<file path="src/core/qpc_pkg.sv">
// Shared constants, types and helpers of the quadrature position counter.
// Assumes one 200 MHz clock; encoder and bus inputs are synchronous to it.
`default_nettype none

package qpc_pkg;

  localparam int unsigned COUNT_W = 16;
  localparam int unsigned BYTE_W = 8;
  localparam int unsigned FILT_STAGES = 3;
  localparam int unsigned CLK_PERIOD_NS = 5;

  localparam logic [COUNT_W-1:0] COUNT_RESET = 16'h0000;
  localparam logic [COUNT_W-1:0] COUNT_MAX = 16'hFFFF;
  localparam logic [COUNT_W-1:0] COUNT_ONE = 16'h0001;
  localparam logic [BYTE_W-1:0] BYTE_RESET = 8'h00;
  localparam logic [1:0] AB_RESET = 2'h0;
  localparam logic [FILT_STAGES-1:0] FILT_RESET = 3'h0;

  // Bit positions of the two bytes inside the latched position
  localparam int unsigned HI_BYTE_LSB = 8;
  localparam int unsigned LO_BYTE_LSB = 0;

  // Read inhibit sequence, one-hot
  typedef enum logic [2:0] {
    QPC_INH_IDLE = 3'h1,
    QPC_INH_HIGH = 3'h2,
    QPC_INH_LOW  = 3'h4
  } qpc_inh_e;

  // Channel pair {a, b} one step forward when a leads b
  function automatic logic [1:0] qpc_next_up(input logic [1:0] ab);
    logic [1:0] nxt;
    nxt = 2'h0;
    unique case (ab)
      2'h0: nxt = 2'h2;
      2'h2: nxt = 2'h3;
      2'h3: nxt = 2'h1;
      2'h1: nxt = 2'h0;
    endcase
    return nxt;
  endfunction

  // Byte of the position chosen by the byte select (0 high, 1 low)
  function automatic logic [BYTE_W-1:0] qpc_byte(input logic [COUNT_W-1:0] pos, input logic sel);
    return sel ? pos[LO_BYTE_LSB +: BYTE_W] : pos[HI_BYTE_LSB +: BYTE_W];
  endfunction

endpackage

`default_nettype wire

</file>
<file path="src/core/qpc_filter.sv">
// Three-sample digital noise filter for one encoder channel.
// Assumes the channel input is already synchronous to clock.
`default_nettype none

module qpc_filter (
  input wire logic clock,
  input wire logic srst,
  input wire logic chan_in,
  output logic chan_out
);
  import qpc_pkg::*;

  logic [FILT_STAGES-1:0] hist_reg;
  logic [FILT_STAGES-1:0] hist_next;
  logic out_reg;
  logic out_next;

  ////////////////////////////////////////////////////////////////////////////
  always_comb begin
    hist_next = {hist_reg[FILT_STAGES-2:0], chan_in};
    out_next = out_reg;
    // Only a level seen on three edges in a row passes
    if (&hist_reg) begin
      out_next = 1'b1;
    end else if (~|hist_reg) begin
      out_next = 1'b0;
    end
  end

  always_ff @(posedge clock) begin
    if (srst) begin
      hist_reg <= FILT_RESET;
      out_reg <= 1'b0;
    end else begin
      hist_reg <= hist_next;
      out_reg <= out_next;
    end
  end

  assign chan_out = out_reg;
endmodule

`default_nettype wire

</file>
<file path="src/core/qpc_top.sv">
// Quadrature position counter: filters, 4x decoder, 16-bit counter, latch, byte read port.
// Assumes encoder, output enable and byte select inputs are synchronous to clock.
`default_nettype none

module qpc_top (
  input wire logic clock,
  input wire logic srst,
  input wire logic clear_n,
  input wire logic encoder_channel_a,
  input wire logic encoder_channel_b,
  input wire logic oe_n,
  input wire logic byte_sel,
  output logic [qpc_pkg::BYTE_W-1:0] read_bus,
  output logic read_bus_oe,
  output logic decoder_step_pulse,
  output logic count_up,
  output logic carry_borrow_pulse
);
  import qpc_pkg::*;

  logic filt_a;
  logic filt_b;
  logic [1:0] filt_ab;
  logic [1:0] prev_ab_reg;
  logic [1:0] prev_ab_next;
  logic [COUNT_W-1:0] count_reg;
  logic [COUNT_W-1:0] count_next;
  logic [COUNT_W-1:0] latch_reg;
  logic [COUNT_W-1:0] latch_next;
  logic dir_reg;
  logic dir_next;
  logic step_pend_reg;
  logic step_pend_next;
  logic carry_pend_reg;
  logic carry_pend_next;
  logic step_reg;
  logic step_next;
  logic carry_reg;
  logic carry_next;
  logic [BYTE_W-1:0] bus_reg;
  logic [BYTE_W-1:0] bus_next;
  logic bus_oe_reg;
  logic bus_oe_next;
  qpc_inh_e inh_reg;
  qpc_inh_e inh_next;
  logic inhibit;
  logic step_det;
  logic step_up;

  ////////////////////////////////////////////////////////////////////////////
  // Input filters; the source must keep A and B in quadrature
  qpc_filter u_filt_a (
    .clock(clock),
    .srst(srst),
    .chan_in(encoder_channel_a),
    .chan_out(filt_a)
  );

  qpc_filter u_filt_b (
    .clock(clock),
    .srst(srst),
    .chan_in(encoder_channel_b),
    .chan_out(filt_b)
  );

  assign filt_ab = {filt_a, filt_b};

  ////////////////////////////////////////////////////////////////////////////
  // Decoder and counter
  assign step_det = (filt_ab != prev_ab_reg);
  // Illegal double changes count down; noise that gets this far miscounts anyway
  assign step_up = (filt_ab == qpc_next_up(prev_ab_reg));

  always_comb begin
    prev_ab_next = filt_ab;
    count_next = count_reg;
    dir_next = dir_reg;
    step_pend_next = 1'b0;
    carry_pend_next = 1'b0;
    if (step_det) begin
      step_pend_next = 1'b1;
      dir_next = step_up;
      // Counting goes on during reads so no step is lost
      if (step_up) begin
        count_next = count_reg + COUNT_ONE;
        carry_pend_next = (count_reg == COUNT_MAX);
      end else begin
        count_next = count_reg - COUNT_ONE;
        carry_pend_next = (count_reg == COUNT_RESET);
      end
    end
    // Pulses trail direction by one cycle so it is settled at their rise
    step_next = step_pend_reg;
    carry_next = carry_pend_reg;
  end

  // Clear is asynchronous and overrides the clock and every other input
  always_ff @(posedge clock or negedge clear_n) begin
    if (!clear_n) begin
      prev_ab_reg <= AB_RESET;
      count_reg <= COUNT_RESET;
      dir_reg <= 1'b0;
      step_pend_reg <= 1'b0;
      carry_pend_reg <= 1'b0;
      step_reg <= 1'b0;
      carry_reg <= 1'b0;
    end else if (srst) begin
      prev_ab_reg <= AB_RESET;
      count_reg <= COUNT_RESET;
      dir_reg <= 1'b0;
      step_pend_reg <= 1'b0;
      carry_pend_reg <= 1'b0;
      step_reg <= 1'b0;
      carry_reg <= 1'b0;
    end else begin
      prev_ab_reg <= prev_ab_next;
      count_reg <= count_next;
      dir_reg <= dir_next;
      step_pend_reg <= step_pend_next;
      carry_pend_reg <= carry_pend_next;
      step_reg <= step_next;
      carry_reg <= carry_next;
    end
  end

  ////////////////////////////////////////////////////////////////////////////
  // Read inhibit, sampled on the falling edge so it is steady at the next rise
  always_comb begin
    inh_next = inh_reg;
    unique case (inh_reg)
      QPC_INH_IDLE: begin
        if (!oe_n && !byte_sel) begin
          inh_next = QPC_INH_HIGH;
        end
      end
      QPC_INH_HIGH: begin
        if (!oe_n && byte_sel) begin
          inh_next = QPC_INH_LOW;
        end
      end
      QPC_INH_LOW: begin
        if (oe_n) begin
          inh_next = QPC_INH_IDLE;
        end
      end
      default: inh_next = QPC_INH_IDLE;
    endcase
  end

  always_ff @(negedge clock or negedge clear_n) begin
    if (!clear_n) begin
      inh_reg <= QPC_INH_IDLE;
    end else if (srst) begin
      inh_reg <= QPC_INH_IDLE;
    end else begin
      inh_reg <= inh_next;
    end
  end

  assign inhibit = (inh_reg != QPC_INH_IDLE);

  ////////////////////////////////////////////////////////////////////////////
  // Position latch and byte port
  always_comb begin
    latch_next = inhibit ? latch_reg : count_reg;
    bus_next = qpc_byte(latch_reg, byte_sel);
    bus_oe_next = !oe_n;
  end

  always_ff @(posedge clock or negedge clear_n) begin
    if (!clear_n) begin
      latch_reg <= COUNT_RESET;
      bus_reg <= BYTE_RESET;
      bus_oe_reg <= 1'b0;
    end else if (srst) begin
      latch_reg <= COUNT_RESET;
      bus_reg <= BYTE_RESET;
      bus_oe_reg <= 1'b0;
    end else begin
      latch_reg <= latch_next;
      bus_reg <= bus_next;
      bus_oe_reg <= bus_oe_next;
    end
  end

  assign read_bus = bus_reg;
  assign read_bus_oe = bus_oe_reg;
  assign decoder_step_pulse = step_reg;
  assign count_up = dir_reg;
  assign carry_borrow_pulse = carry_reg;
endmodule

`default_nettype wire

</file>
<file path="config.mk">
export PLATFORM = sky130hd
export DESIGN_NAME = qpc_top
export DESIGN_NICKNAME = d
export VERILOG_FILES = /design/src/core/qpc_pkg.sv /design/src/core/qpc_filter.sv /design/src/core/qpc_top.sv
export SDC_FILE = /design/constraint.sdc
export NUM_CORES = 1
export LEC_CHECK = 0
export ABC_CLOCK_PERIOD_IN_PS = 3200
export BUFFER_PORTS_ARGS = -buffer_cell sky130_fd_sc_hd__buf_2
export CAP_MARGIN = 20
export CORE_MARGIN = 2
export CORE_UTILIZATION = 40
export DETAILED_ROUTE_END_ITERATION = 8
export GPL_TIMING_DRIVEN = 1
export SLEW_MARGIN = 20
export SYNTH_ARGS = -nofsm -noshare
export SYNTH_HDL_FRONTEND = slang
export SYNTH_SLANG_ARGS = --single-unit
</file>
<file path="constraint.sdc">
create_clock -name clock -period 3.2 [get_ports clock]
set_clock_uncertainty 0.15 [all_clocks]
set_input_delay 0.16 -clock clock [delete_from_list [all_inputs] [get_ports clock]]
set_output_delay 0.16 -clock clock [all_outputs]
set_load 0.1 [all_outputs]
</file>
==> results of run 1 <==
critical path, delay by kind of cell (launching register included):
family / cells / cell delay (ps)
DFF: 1 / 520
and+or+nand+nor: 2 / 450
AOI/OAI and AO/OA: 1 / 210
timing repair:
| action | in CTS | in global routing |
|---|---|---|
| gates resized for setup | 2 | 2 |
| setup buffers | 0 | 4 |
| endpoints found under the hold margin | 14 | 0 |
| pin swaps | 0 | 0 |
| setup endpoints to repair | 16 | 1 |
| hold buffers | 4 | 0 |
power breakdown:
| part | switching, mW | internal (mW) |
|---|---|---|
| combinational | 0.0636 | 0.0322 |
| clock | 0.318 | 0.378 |
| sequential | 0.00503 | 0.751 |
| total | 0.387 | 1.16 |
kinds of logic (layout without fill, tap and decap cells):
| group | Yosys count | after routing | synth area share, % |
|---|---|---|---|
| and+or+nand+nor | 101 | 101 | 16.9 |
| AOI/OAI and AO/OA | 96 | 96 | 21.1 |
| DFF | 59 | 59 | 46.4 |
| buffers and inverters | 22 | 62 | 2.99 |
| adders and majority gates | 17 | 17 | 7.11 |
| xor gates and xnor gates | 10 | 10 | 2.83 |
| muxes | 8 | 8 | 2.59 |
cell type report:
cell class | count | area share [%]
Clock buffer | 12 | 4.90
Clock inverter | 5 | 0.897
Inverter | 8 | 0.931
Multi-Input combinational cell | 232 | 43.4
Sequential cell | 59 | 39.6
Tap cell | 102 | 3.52
Timing Repair Buffer | 37 | 6.69
layer usage:
layer	wire length [um]	vias to the layer above	part of all wire, %
met5	0	-	0
met4	104	0	1.5
met3	291	9	4.2
met2	3350	53	48
met1	3230	1199	46
li1	-	1229	-
final timing paths:
check	endpoint	slack (ps)	from	cells past startpoint
worst max-delay path	latch_reg[10]	170	inh_reg[0]	3
max in group asynchronous	inh_reg[0]	920	clear_n	2
min in group asynchronous	count_up	110	clear_n	2
worst min register to register	u_filt_a.chan_out	290	u_filt_a.hist_reg[2]	2
worst min-delay path	read_bus[1]	40	srst	2
worst max register to register	latch_reg[10]	170	inh_reg[0]	3
layout by cell type, fill, tap and decap left out, drive strengths merged, types with 2 or more instances in the layout:
cell / count
dfrtp: 48
buf: 33
a21oi: 27
nor2: 23
nand2: 18
o21ai: 18
a22o: 16
ha: 16
nand3: 12
clkbuf: 12
nor2b: 11
inv: 9
mux2i: 8
nand4: 8
a211oi: 8
dfxtp: 8
a21o: 7
xnor2: 6
nor4: 5
xor2: 4
and3: 4
nor3: 4
dlygate4sd3: 4
clkinvlp: 3
o21a: 3
or3: 3
a32o: 3
nand2b: 2
and2: 2
o211ai: 2
a31oi: 2
nor3b: 2
or4: 2
dfrtn: 2
or2: 2
metrics by stage:
step	setup slack [ps]	cells
after floorplan	7.97	313
after detailed placement	-280	431
after global placement	-216	431
after CTS	169	451
after global routing	74.5	455
final	171	455
==> impl_metrics.prom, run 1 <==
# TYPE chip_impl_metric gauge
chip_impl_metric{name="worst-endpoint-required",unit="ps"} 3330
chip_impl_metric{name="cts_max_path_buffers",unit=""} 2
chip_impl_metric{name="place_area",unit="um^2"} 3340
chip_impl_metric{name="floorplan.initialDensity",unit="%"} 40.7
chip_impl_info{name="synth_largest_area_cell",value="sky130_fd_sc_hd__dfrtp_1"} 1
chip_impl_metric{name="timing.hold.ws",unit="ps"} 36.7
chip_impl_metric{name="synth_edf_count",unit=""} 0
chip_impl_info{name="status",value="complete, no violations"} 1
chip_impl_metric{name="post_synth_inst_count",unit=""} 313
chip_impl_metric{name="firstDrtPassIters",unit=""} 4
chip_impl_metric{name="numCtsBuffers",unit=""} 9
chip_impl_metric{name="global_route.usage.met3",unit="%"} 5.01
chip_impl_metric{name="std_cell_rows",unit=""} 32
chip_impl_metric{name="largest_driver_fanout_on_the_critical_path",unit=""} 16
chip_impl_metric{name="area_delta_synth_final",unit="%"} 17.2
chip_impl_metric{name="gr-usage-all-layers",unit="%"} 18.2
chip_impl_metric{name="met2_usage",unit="%"} 29.1
chip_impl_metric{name="timing.final.setup_violations",unit=""} 0
chip_impl_metric{name="nets",unit=""} 372
chip_impl_metric{name="number_of_vias_per_cell",unit=""} 5.47
chip_impl_info{name="yosys.cell_count.top_type",value="sky130_fd_sc_hd__dfrtp_1"} 1
chip_impl_metric{name="grt_antenna_before_repair",unit=""} 0
chip_impl_metric{name="cts.clk_slew.worst_paths",unit="ps"} 80
chip_impl_metric{name="tightestPinTransition",unit="ps"} 857
chip_impl_metric{name="yosysWarnings",unit=""} 0
chip_impl_metric{name="numPortBuffers",unit=""} 18
chip_impl_metric{name="synth_fp_nets",unit=""} 337
chip_impl_metric{name="yosys_register_bits",unit=""} 59
chip_impl_metric{name="vias",unit=""} 2490
chip_impl_info{name="ys_top_cells_by_area",value="sky130_fd_sc_hd__dfrtp_1 39%, sky130_fd_sc_hd__ha_1 6.5%, sky130_fd_sc_hd__dfxtp_1 5.2%, sky130_fd_sc_hd__a22o_1 4.5%, sky130_fd_sc_hd__a21oi_1 4.2%"} 1
chip_impl_metric{name="number_of_filler_instances_in_the_final_layout",unit=""} 736
chip_impl_metric{name="final_hold_viol_count",unit=""} 0
chip_impl_metric{name="synthArstFlopShare",unit="%"} 86.4
chip_impl_metric{name="final_area",unit="um^2"} 3630
chip_impl_info{name="cts_tree",value="yes"} 1
chip_impl_info{name="grt-busiest-layer",value="met2"} 1
chip_impl_metric{name="fin_util",unit="%"} 47.7
chip_impl_info{name="worstPathCellList",value="nand3_1 > nor2_4 > a22o_1"} 1
chip_impl_metric{name="number_of_global_route_vias_before_repair",unit=""} 2388
chip_impl_metric{name="drive_gt1_share",unit="%"} 15.6
chip_impl_info{name="ys_top_cells_by_count",value="48 x sky130_fd_sc_hd__dfrtp_1, 26 x sky130_fd_sc_hd__a21oi_1, 23 x sky130_fd_sc_hd__nor2_1"} 1
chip_impl_metric{name="place_hpwl",unit="mm"} 4.91
chip_impl_info{name="timing.hold.worst.class",value="input pin to register"} 1
chip_impl_metric{name="synthesis.area_per_instance",unit="um^2"} 9.89
chip_impl_metric{name="power_density",unit="nW/um^2"} 427
chip_impl_metric{name="finalWeightedCongestion",unit=""} 0.831
chip_impl_metric{name="drc",unit=""} 0
chip_impl_metric{name="ys_types",unit=""} 53
chip_impl_metric{name="io-pin-count",unit=""} 19
chip_impl_metric{name="detail_route.wirelength",unit="mm"} 6.97
chip_impl_metric{name="max_cap_violations",unit=""} 0
chip_impl_metric{name="final-seq-area",unit="um^2"} 1440
chip_impl_info{name="start_kind",value="register"} 1
chip_impl_metric{name="chipHeight",unit="um"} 92.0
chip_impl_metric{name="report.power.total",unit="mW"} 1.55
chip_impl_metric{name="ir_drop",unit="mV"} 0.170
chip_impl_info{name="synth-main-ff-cell",value="sky130_fd_sc_hd__dfrtp_1"} 1
chip_impl_metric{name="synth_sequential_area_ratio",unit="%"} 46.4
chip_impl_metric{name="cts.sink_count",unit=""} 59
chip_impl_metric{name="antennaDiodeCount",unit=""} 0
chip_impl_metric{name="die-width",unit="um"} 92.0
chip_impl_info{name="rsz0062_at_grt",value="false"} 1
chip_impl_metric{name="wl_per_cell",unit="um"} 15.3
chip_impl_metric{name="crit_path_max_incr_delay",unit="ps"} 520
chip_impl_metric{name="cell_area_after_synthesis",unit="um^2"} 3100
chip_impl_metric{name="grt_start_max_net_pins",unit=""} 38
chip_impl_info{name="criticalPathCategory",value="register to register"} 1
chip_impl_metric{name="synth_top_area_share",unit="%"} 38.8
chip_impl_info{name="critPathCaptureType",value="register"} 1
chip_impl_metric{name="detail-route-antenna-nets",unit=""} 0
chip_impl_metric{name="die-area",unit="um^2"} 8460
chip_impl_metric{name="final.setup.tns",unit="ps"} 0
chip_impl_metric{name="grt_first_pass_wirelength",unit="mm"} 12.0
chip_impl_metric{name="met1_layer_usage_reported_by_global_route",unit="%"} 24.2
chip_impl_metric{name="cp_data_arrival_time",unit="ps"} 3160
chip_impl_metric{name="timing_max_transition_violations_final",unit=""} 0
chip_impl_metric{name="htreeDepth",unit=""} 3
chip_impl_info{name="cts-root-buf",value="sky130_fd_sc_hd__clkbuf_8"} 1
chip_impl_metric{name="timing.max_slew.rel_slack",unit="%"} 42.5
chip_impl_metric{name="core_region_area",unit="um^2"} 7610
chip_impl_metric{name="grt_overflow",unit=""} 0
chip_impl_metric{name="multiInputGateArea",unit="um^2"} 1580
chip_impl_info{name="cpMaxStageDelayCell",value="sky130_fd_sc_hd__dfstp_2"} 1
chip_impl_metric{name="drt-initial-drc-count",unit=""} 123
chip_impl_metric{name="static-leakage-power",unit="nW"} 1.78
chip_impl_metric{name="clock_insertion_delay_worst_skew",unit="ps"} 380
Note: power is estimated with default switching activity, not from simulation.
==> inputs of run 2 (changes only) <==
Settings changed: CORE_ASPECT_RATIO set to 0.9.
==> run 2 against run 1 <==
- design area decreased by 1.7%
- count of clock-buffer cells in the layout decreased by 2
- final cell count down 1.8%
- flip-flop and latch count stayed put
- critical endpoint is now latch_reg[13]
==> impl_metrics.prom, run 2 (synthesis results as in run 1) <==
# TYPE chip_impl_metric gauge
chip_impl_metric{name="chipHeight",unit="um"} 87.5
chip_impl_metric{name="timing.max_slew.rel_slack",unit="%"} 40.8
chip_impl_metric{name="p_int",unit="mW"} 1.06
chip_impl_metric{name="firstDrtPassIters",unit=""} 4
chip_impl_metric{name="grt_start_max_net_pins",unit=""} 32
chip_impl_metric{name="wl_per_cell",unit="um"} 15.6
chip_impl_info{name="critPathCaptureType",value="register"} 1
chip_impl_metric{name="max_cap_violations",unit=""} 0
chip_impl_metric{name="grt_first_pass_wirelength",unit="mm"} 11.9
chip_impl_metric{name="number_of_global_route_vias_before_repair",unit=""} 2370
chip_impl_metric{name="numCtsBuffers",unit=""} 9
chip_impl_metric{name="grt_antenna_before_repair",unit=""} 0
chip_impl_info{name="start_kind",value="register"} 1
chip_impl_metric{name="final-seq-area",unit="um^2"} 1440
chip_impl_metric{name="htreeDepth",unit=""} 3
chip_impl_metric{name="timing_max_transition_violations_final",unit=""} 0
chip_impl_metric{name="gr-usage-all-layers",unit="%"} 17.9
chip_impl_metric{name="static-leakage-power",unit="nW"} 1.75
chip_impl_metric{name="cells_after_dpl",unit=""} 424
chip_impl_metric{name="antennaDiodeCount",unit=""} 0
chip_impl_metric{name="power.share.switching",unit="%"} 25.7
chip_impl_metric{name="final_area",unit="um^2"} 3570
chip_impl_metric{name="finalWeightedCongestion",unit=""} 0.835
chip_impl_info{name="status",value="complete, no violations"} 1
chip_impl_metric{name="cts_max_path_buffers",unit=""} 2
chip_impl_metric{name="clock_insertion_delay_worst_skew",unit="ps"} 370
chip_impl_metric{name="multiInputGateArea",unit="um^2"} 1580
chip_impl_metric{name="largest_driver_fanout_on_the_critical_path",unit=""} 16
chip_impl_metric{name="core_region_area",unit="um^2"} 7510
chip_impl_metric{name="timing.hold.ws",unit="ps"} 37.6
chip_impl_metric{name="std_cell_rows",unit=""} 30
chip_impl_metric{name="vias",unit=""} 2501
chip_impl_metric{name="die-width",unit="um"} 96.7
chip_impl_metric{name="cp_data_arrival_time",unit="ps"} 3150
chip_impl_metric{name="report.power.total",unit="mW"} 1.43
chip_impl_metric{name="detail_route.wirelength",unit="mm"} 6.98
chip_impl_metric{name="grt_overflow",unit=""} 0
chip_impl_metric{name="place_hpwl",unit="mm"} 5.03
chip_impl_metric{name="worst-endpoint-required",unit="ps"} 3330
chip_impl_metric{name="number_of_filler_instances_in_the_final_layout",unit=""} 711
chip_impl_metric{name="number_of_vias_per_cell",unit=""} 5.60
chip_impl_metric{name="drive_gt1_share",unit="%"} 15.1
chip_impl_metric{name="final.setup.tns",unit="ps"} 0
chip_impl_info{name="final_common_cell",value="sky130_fd_sc_hd__dfrtp_1"} 1
chip_impl_metric{name="io-pin-count",unit=""} 19
chip_impl_info{name="layout_common_cells",value="48 x sky130_fd_sc_hd__dfrtp_1, 26 x sky130_fd_sc_hd__a21oi_1, 22 x sky130_fd_sc_hd__nor2_1"} 1
chip_impl_metric{name="nets",unit=""} 370
chip_impl_info{name="cts-root-buf",value="sky130_fd_sc_hd__clkbuf_8"} 1
chip_impl_metric{name="area_delta_synth_final",unit="%"} 15.2
chip_impl_info{name="cts_tree",value="yes"} 1
chip_impl_metric{name="netSwitchingPower",unit="mW"} 0.369
chip_impl_info{name="timing.hold.worst.class",value="input pin to register"} 1
chip_impl_metric{name="detail-route-antenna-nets",unit=""} 0
chip_impl_metric{name="cts.clk_slew.worst_paths",unit="ps"} 70
chip_impl_metric{name="timing.final.setup_violations",unit=""} 0
chip_impl_metric{name="power.sequential.fraction",unit="%"} 52.8
chip_impl_info{name="criticalPathCategory",value="register to register"} 1
chip_impl_metric{name="numPortBuffers",unit=""} 18
chip_impl_metric{name="final_hold_viol_count",unit=""} 0
chip_impl_metric{name="place_area",unit="um^2"} 3320
chip_impl_metric{name="clockPowerShare",unit="%"} 40.6
chip_impl_metric{name="fin_util",unit="%"} 47.5
chip_impl_metric{name="power_density",unit="nW/um^2"} 402
chip_impl_metric{name="ir_drop",unit="mV"} 0.174
chip_impl_metric{name="post-place-ws",unit="ps"} -258
chip_impl_metric{name="final-instance-count-excl-fill",unit=""} 447
chip_impl_metric{name="drc",unit=""} 0
chip_impl_metric{name="die-area",unit="um^2"} 8460
chip_impl_metric{name="layout_setup_ws",unit="ps"} 180
chip_impl_metric{name="tightestPinTransition",unit="ps"} 881
chip_impl_metric{name="p_comb_share",unit="%"} 6.6
chip_impl_info{name="rsz0062_at_grt",value="false"} 1
chip_impl_metric{name="drt-initial-drc-count",unit=""} 110
chip_impl_metric{name="floorplan.initialDensity",unit="%"} 41.3
chip_impl_metric{name="cts.sink_count",unit=""} 59
## run 2: changes by cell type in the layout (fill, tap and decap cells not counted)
cell | previous run | this run
sky130_fd_sc_hd__clkinvlp_4 | 3 | 4
sky130_fd_sc_hd__clkinvlp_2 | 0 | 1
sky130_fd_sc_hd__buf_4 | 15 | 13
sky130_fd_sc_hd__clkbuf_16 | 2 | 0
## run 2: layout make-up
type	count	area share [%]
multi-input cells	232	44.2
clock inverters	7	1.26
clock buffers	10	3.58
repair buffers	35	6.38
inverters	8	0.947
flip-flops and latches	59	40.3
well taps	96	3.37
## run 2: per-layer routing
metal | vias up | track usage [%] | routed length (um)
met3 | 10 | 5.06 | 264
met4 | 0 | 6.91 | 97
met5 | - | 0 | 0
met2 | 39 | 27.0 | 3050
li1 | 1240 | - | -
met1 | 1212 | 24.7 | 3570
## run 2: worst max-delay path, cell delays in order, from the launching register on
cell,delay [ps]
sky130_fd_sc_hd__dfstp_2,510
sky130_fd_sc_hd__nand3_1,120
sky130_fd_sc_hd__nor2_4,320
sky130_fd_sc_hd__a22o_1,210
## run 2: path summary, 6_finish.rpt
kind	startpoint	to	slack, ps	cells after the start
worst min-delay path	srst	read_bus[4]	40	2
worst max-delay path	inh_reg[0]	latch_reg[13]	180	3
max in group asynchronous	clear_n	inh_reg[0]	820	2
min in group asynchronous	clear_n	carry_next	170	2
worst max register to register	inh_reg[0]	latch_reg[13]	180	3
worst min register to register	u_filt_a.hist_reg[2]	u_filt_a.chan_out	290	2
## run 2: power groups by stage
stage | clock network, mW | registers, mW | logic [mW]
5_1_grt | 0.635 | 0.757 | 0.107
6_report | 0.581 | 0.757 | 0.0952
4_1_cts | 0.595 | 0.757 | 0.0963
3_3_place_gp | 0.00391 | 0.771 | 0.0900
2_1_floorplan | 0.00391 | 0.776 | 0.0499
3_5_place_dp | 0.00391 | 0.771 | 0.0910
## run 2: timing repair
item                                    4_1_cts  5_1_grt
gates resized for setup                       2        2
endpoints found under the hold margin        20        0
endpoints found under the setup margin       16        4
setup buffers                                 0        3
pin swaps                                     0        0
cloned                                        0        0
hold buffers                                  4        0
==> inputs of run 3 (changes only) <==
Settings changed: ABC_CLOCK_PERIOD_IN_PS 3200 to 3300.
Clock period 3.2 ns to 3.3 ns, I/O delays scaled along.
==> run 3 against run 2 <==
- setup slack better by 35 ps
- count of clock-buffer cells in the layout down 1
- clock power up 25%
- routed wire length down 0.90%
- combinational power down 3.4%
- total power up 8.2%
- sequential share of layout area down 0.21 points
- final cell count down 0.89%
- critical path type unchanged
==> impl_metrics.prom, run 3 (synthesis results as in run 1) <==
# TYPE chip_impl_metric gauge
chip_impl_info{name="status",value="complete, no violations"} 1
chip_impl_metric{name="clock_insertion_delay_worst_skew",unit="ps"} 380
chip_impl_metric{name="finalWeightedCongestion",unit=""} 0.834
chip_impl_metric{name="max_cap_violations",unit=""} 0
chip_impl_metric{name="grt_start_max_net_pins",unit=""} 32
chip_impl_metric{name="worst-endpoint-required",unit="ps"} 3380
chip_impl_metric{name="maxClockFrequency",unit="MHz"} 325
chip_impl_metric{name="core_region_area",unit="um^2"} 7510
chip_impl_metric{name="cts_max_path_buffers",unit=""} 2
chip_impl_metric{name="final-seq-area",unit="um^2"} 1440
chip_impl_metric{name="fin_util",unit="%"} 47.8
chip_impl_metric{name="cp_data_arrival_time",unit="ps"} 3160
chip_impl_info{name="cts_tree",value="yes"} 1
chip_impl_metric{name="number_of_global_route_vias_before_repair",unit=""} 2378
chip_impl_metric{name="number_of_filler_instances_in_the_final_layout",unit=""} 716
chip_impl_info{name="start_kind",value="register"} 1
chip_impl_metric{name="grt_antenna_before_repair",unit=""} 0
chip_impl_metric{name="timing.max_slew.rel_slack",unit="%"} 41.0
chip_impl_metric{name="vias",unit=""} 2476
chip_impl_info{name="timing.hold.worst.class",value="input pin to register"} 1
chip_impl_metric{name="nets",unit=""} 366
chip_impl_metric{name="numCtsBuffers",unit=""} 9
chip_impl_metric{name="drt-initial-drc-count",unit=""} 134
chip_impl_metric{name="firstDrtPassIters",unit=""} 4
chip_impl_metric{name="grt_overflow",unit=""} 0
chip_impl_metric{name="grt_first_pass_wirelength",unit="mm"} 11.7
chip_impl_metric{name="final-instance-count-excl-fill",unit=""} 443
chip_impl_metric{name="cells_after_dpl",unit=""} 423
chip_impl_metric{name="final_hold_viol_count",unit=""} 0
chip_impl_metric{name="final.setup.tns",unit="ps"} 0
chip_impl_metric{name="drive_gt1_share",unit="%"} 13.8
chip_impl_metric{name="final_min_period_over_clock_period",unit="%"} 93.5
chip_impl_metric{name="htreeDepth",unit=""} 3
chip_impl_metric{name="static-leakage-power",unit="nW"} 1.77
chip_impl_metric{name="io-pin-count",unit=""} 19
chip_impl_metric{name="wl_per_cell",unit="um"} 15.6
chip_impl_metric{name="cts.clk_slew.worst_paths",unit="ps"} 70
chip_impl_metric{name="antennaDiodeCount",unit=""} 0
chip_impl_metric{name="std_cell_rows",unit=""} 30
chip_impl_metric{name="tightestPinTransition",unit="ps"} 880
chip_impl_info{name="rsz0062_at_grt",value="false"} 1
chip_impl_metric{name="number_of_vias_per_cell",unit=""} 5.59
chip_impl_metric{name="chipHeight",unit="um"} 87.5
chip_impl_metric{name="area_delta_synth_final",unit="%"} 15.8
chip_impl_info{name="criticalPathCategory",value="register to register"} 1
chip_impl_metric{name="ir_drop",unit="mV"} 0.213
chip_impl_metric{name="place_hpwl",unit="mm"} 4.95
chip_impl_metric{name="multiInputGateArea",unit="um^2"} 1570
chip_impl_metric{name="numPortBuffers",unit=""} 18
chip_impl_metric{name="cts.sink_count",unit=""} 59
chip_impl_metric{name="drc",unit=""} 0
chip_impl_metric{name="finalWorstPathRequiredPeriod",unit="ps"} 3080
chip_impl_metric{name="die-area",unit="um^2"} 8460
chip_impl_info{name="critPathCaptureType",value="register"} 1
chip_impl_info{name="final_common_cell",value="sky130_fd_sc_hd__dfrtp_1"} 1
chip_impl_info{name="layout_common_cells",value="48 x sky130_fd_sc_hd__dfrtp_1, 26 x sky130_fd_sc_hd__a21oi_1, 22 x sky130_fd_sc_hd__nor2_1"} 1
chip_impl_metric{name="report.power.total",unit="mW"} 1.55
chip_impl_metric{name="cts_post_setup_buffers_inserted",unit=""} 0
chip_impl_metric{name="die-width",unit="um"} 96.7
chip_impl_metric{name="detail-route-antenna-nets",unit=""} 0
chip_impl_metric{name="floorplan.initialDensity",unit="%"} 41.3
chip_impl_metric{name="power_density",unit="nW/um^2"} 432
chip_impl_metric{name="detail_route.wirelength",unit="mm"} 6.92
chip_impl_metric{name="largest_driver_fanout_on_the_critical_path",unit=""} 16
chip_impl_metric{name="gr-usage-all-layers",unit="%"} 17.6
chip_impl_info{name="cts-root-buf",value="sky130_fd_sc_hd__clkbuf_8"} 1
chip_impl_metric{name="timing.final.setup_violations",unit=""} 0
chip_impl_metric{name="timing_max_transition_violations_final",unit=""} 0
## run 3: path summary, 6_finish.rpt
kind | slack, ps | cells after the start | startpoint | endpoint
worst max-delay path | 220 | 4 | inh_reg[0] | latch_reg[1]
worst min-delay path | 40 | 2 | srst | read_bus[0]
worst max register to register | 220 | 4 | inh_reg[0] | latch_reg[1]
worst min register to register | 290 | 2 | u_filt_a.hist_reg[2] | u_filt_a.chan_out
max in group asynchronous | 880 | 2 | clear_n | inh_reg[0]
min in group asynchronous | 160 | 2 | clear_n | carry_borrow_pulse
## run 3: layout make-up
class | instances | area share, %
timing repair buffer | 31 | 5.51
sequential | 59 | 40.1
clock buffer | 9 | 3.45
clock inverter | 8 | 2.90
inverter | 8 | 0.837
multi-input combinational | 232 | 43.9
tap | 96 | 3.35
## run 3: through the flow
step / setup WS [ps] / hold WS, ps / area [um^2]
after global placement: -154 / -2.64 / 3320
final: 215 / 41.3 / 3590
after detailed placement: -177 / -5.75 / 3320
after global routing: 40.7 / 55.8 / 3590
after CTS: 45.8 / 16.9 / 3580
after floorplan: 58.0 / -281 / 3100
## run 3: where the power goes
group          internal [mW]  switching [mW]  leakage [nW]  total (mW)
combinational         0.0307          0.0613         0.877      0.0920
sequential             0.729         0.00505         0.773       0.734
clock                  0.431           0.294         0.119       0.725
total                   1.19           0.361          1.77        1.55
## run 3: what timing repair did
item,CTS,global route
endpoints found under the setup margin,16,16
resized for setup,1,1
hold endpoints to repair,20,0
hold buffers,4,0
## run 3: worst max-delay path: stages, from the launching register on
cell and delay (ps):
sky130_fd_sc_hd__dfstp_2 520, sky130_fd_sc_hd__buf_4 130, sky130_fd_sc_hd__a31oi_1 80, sky130_fd_sc_hd__buf_4 210, sky130_fd_sc_hd__a22o_1 190
## run 3: layer usage
layer	share of wire, %	GRT usage, %	vias to the layer above
met3	4.6	4.41	10
met5	0	0	-
met1	50	23.9	1181
met4	1.4	6.53	0
li1	-	-	1234
met2	44	27.5	51
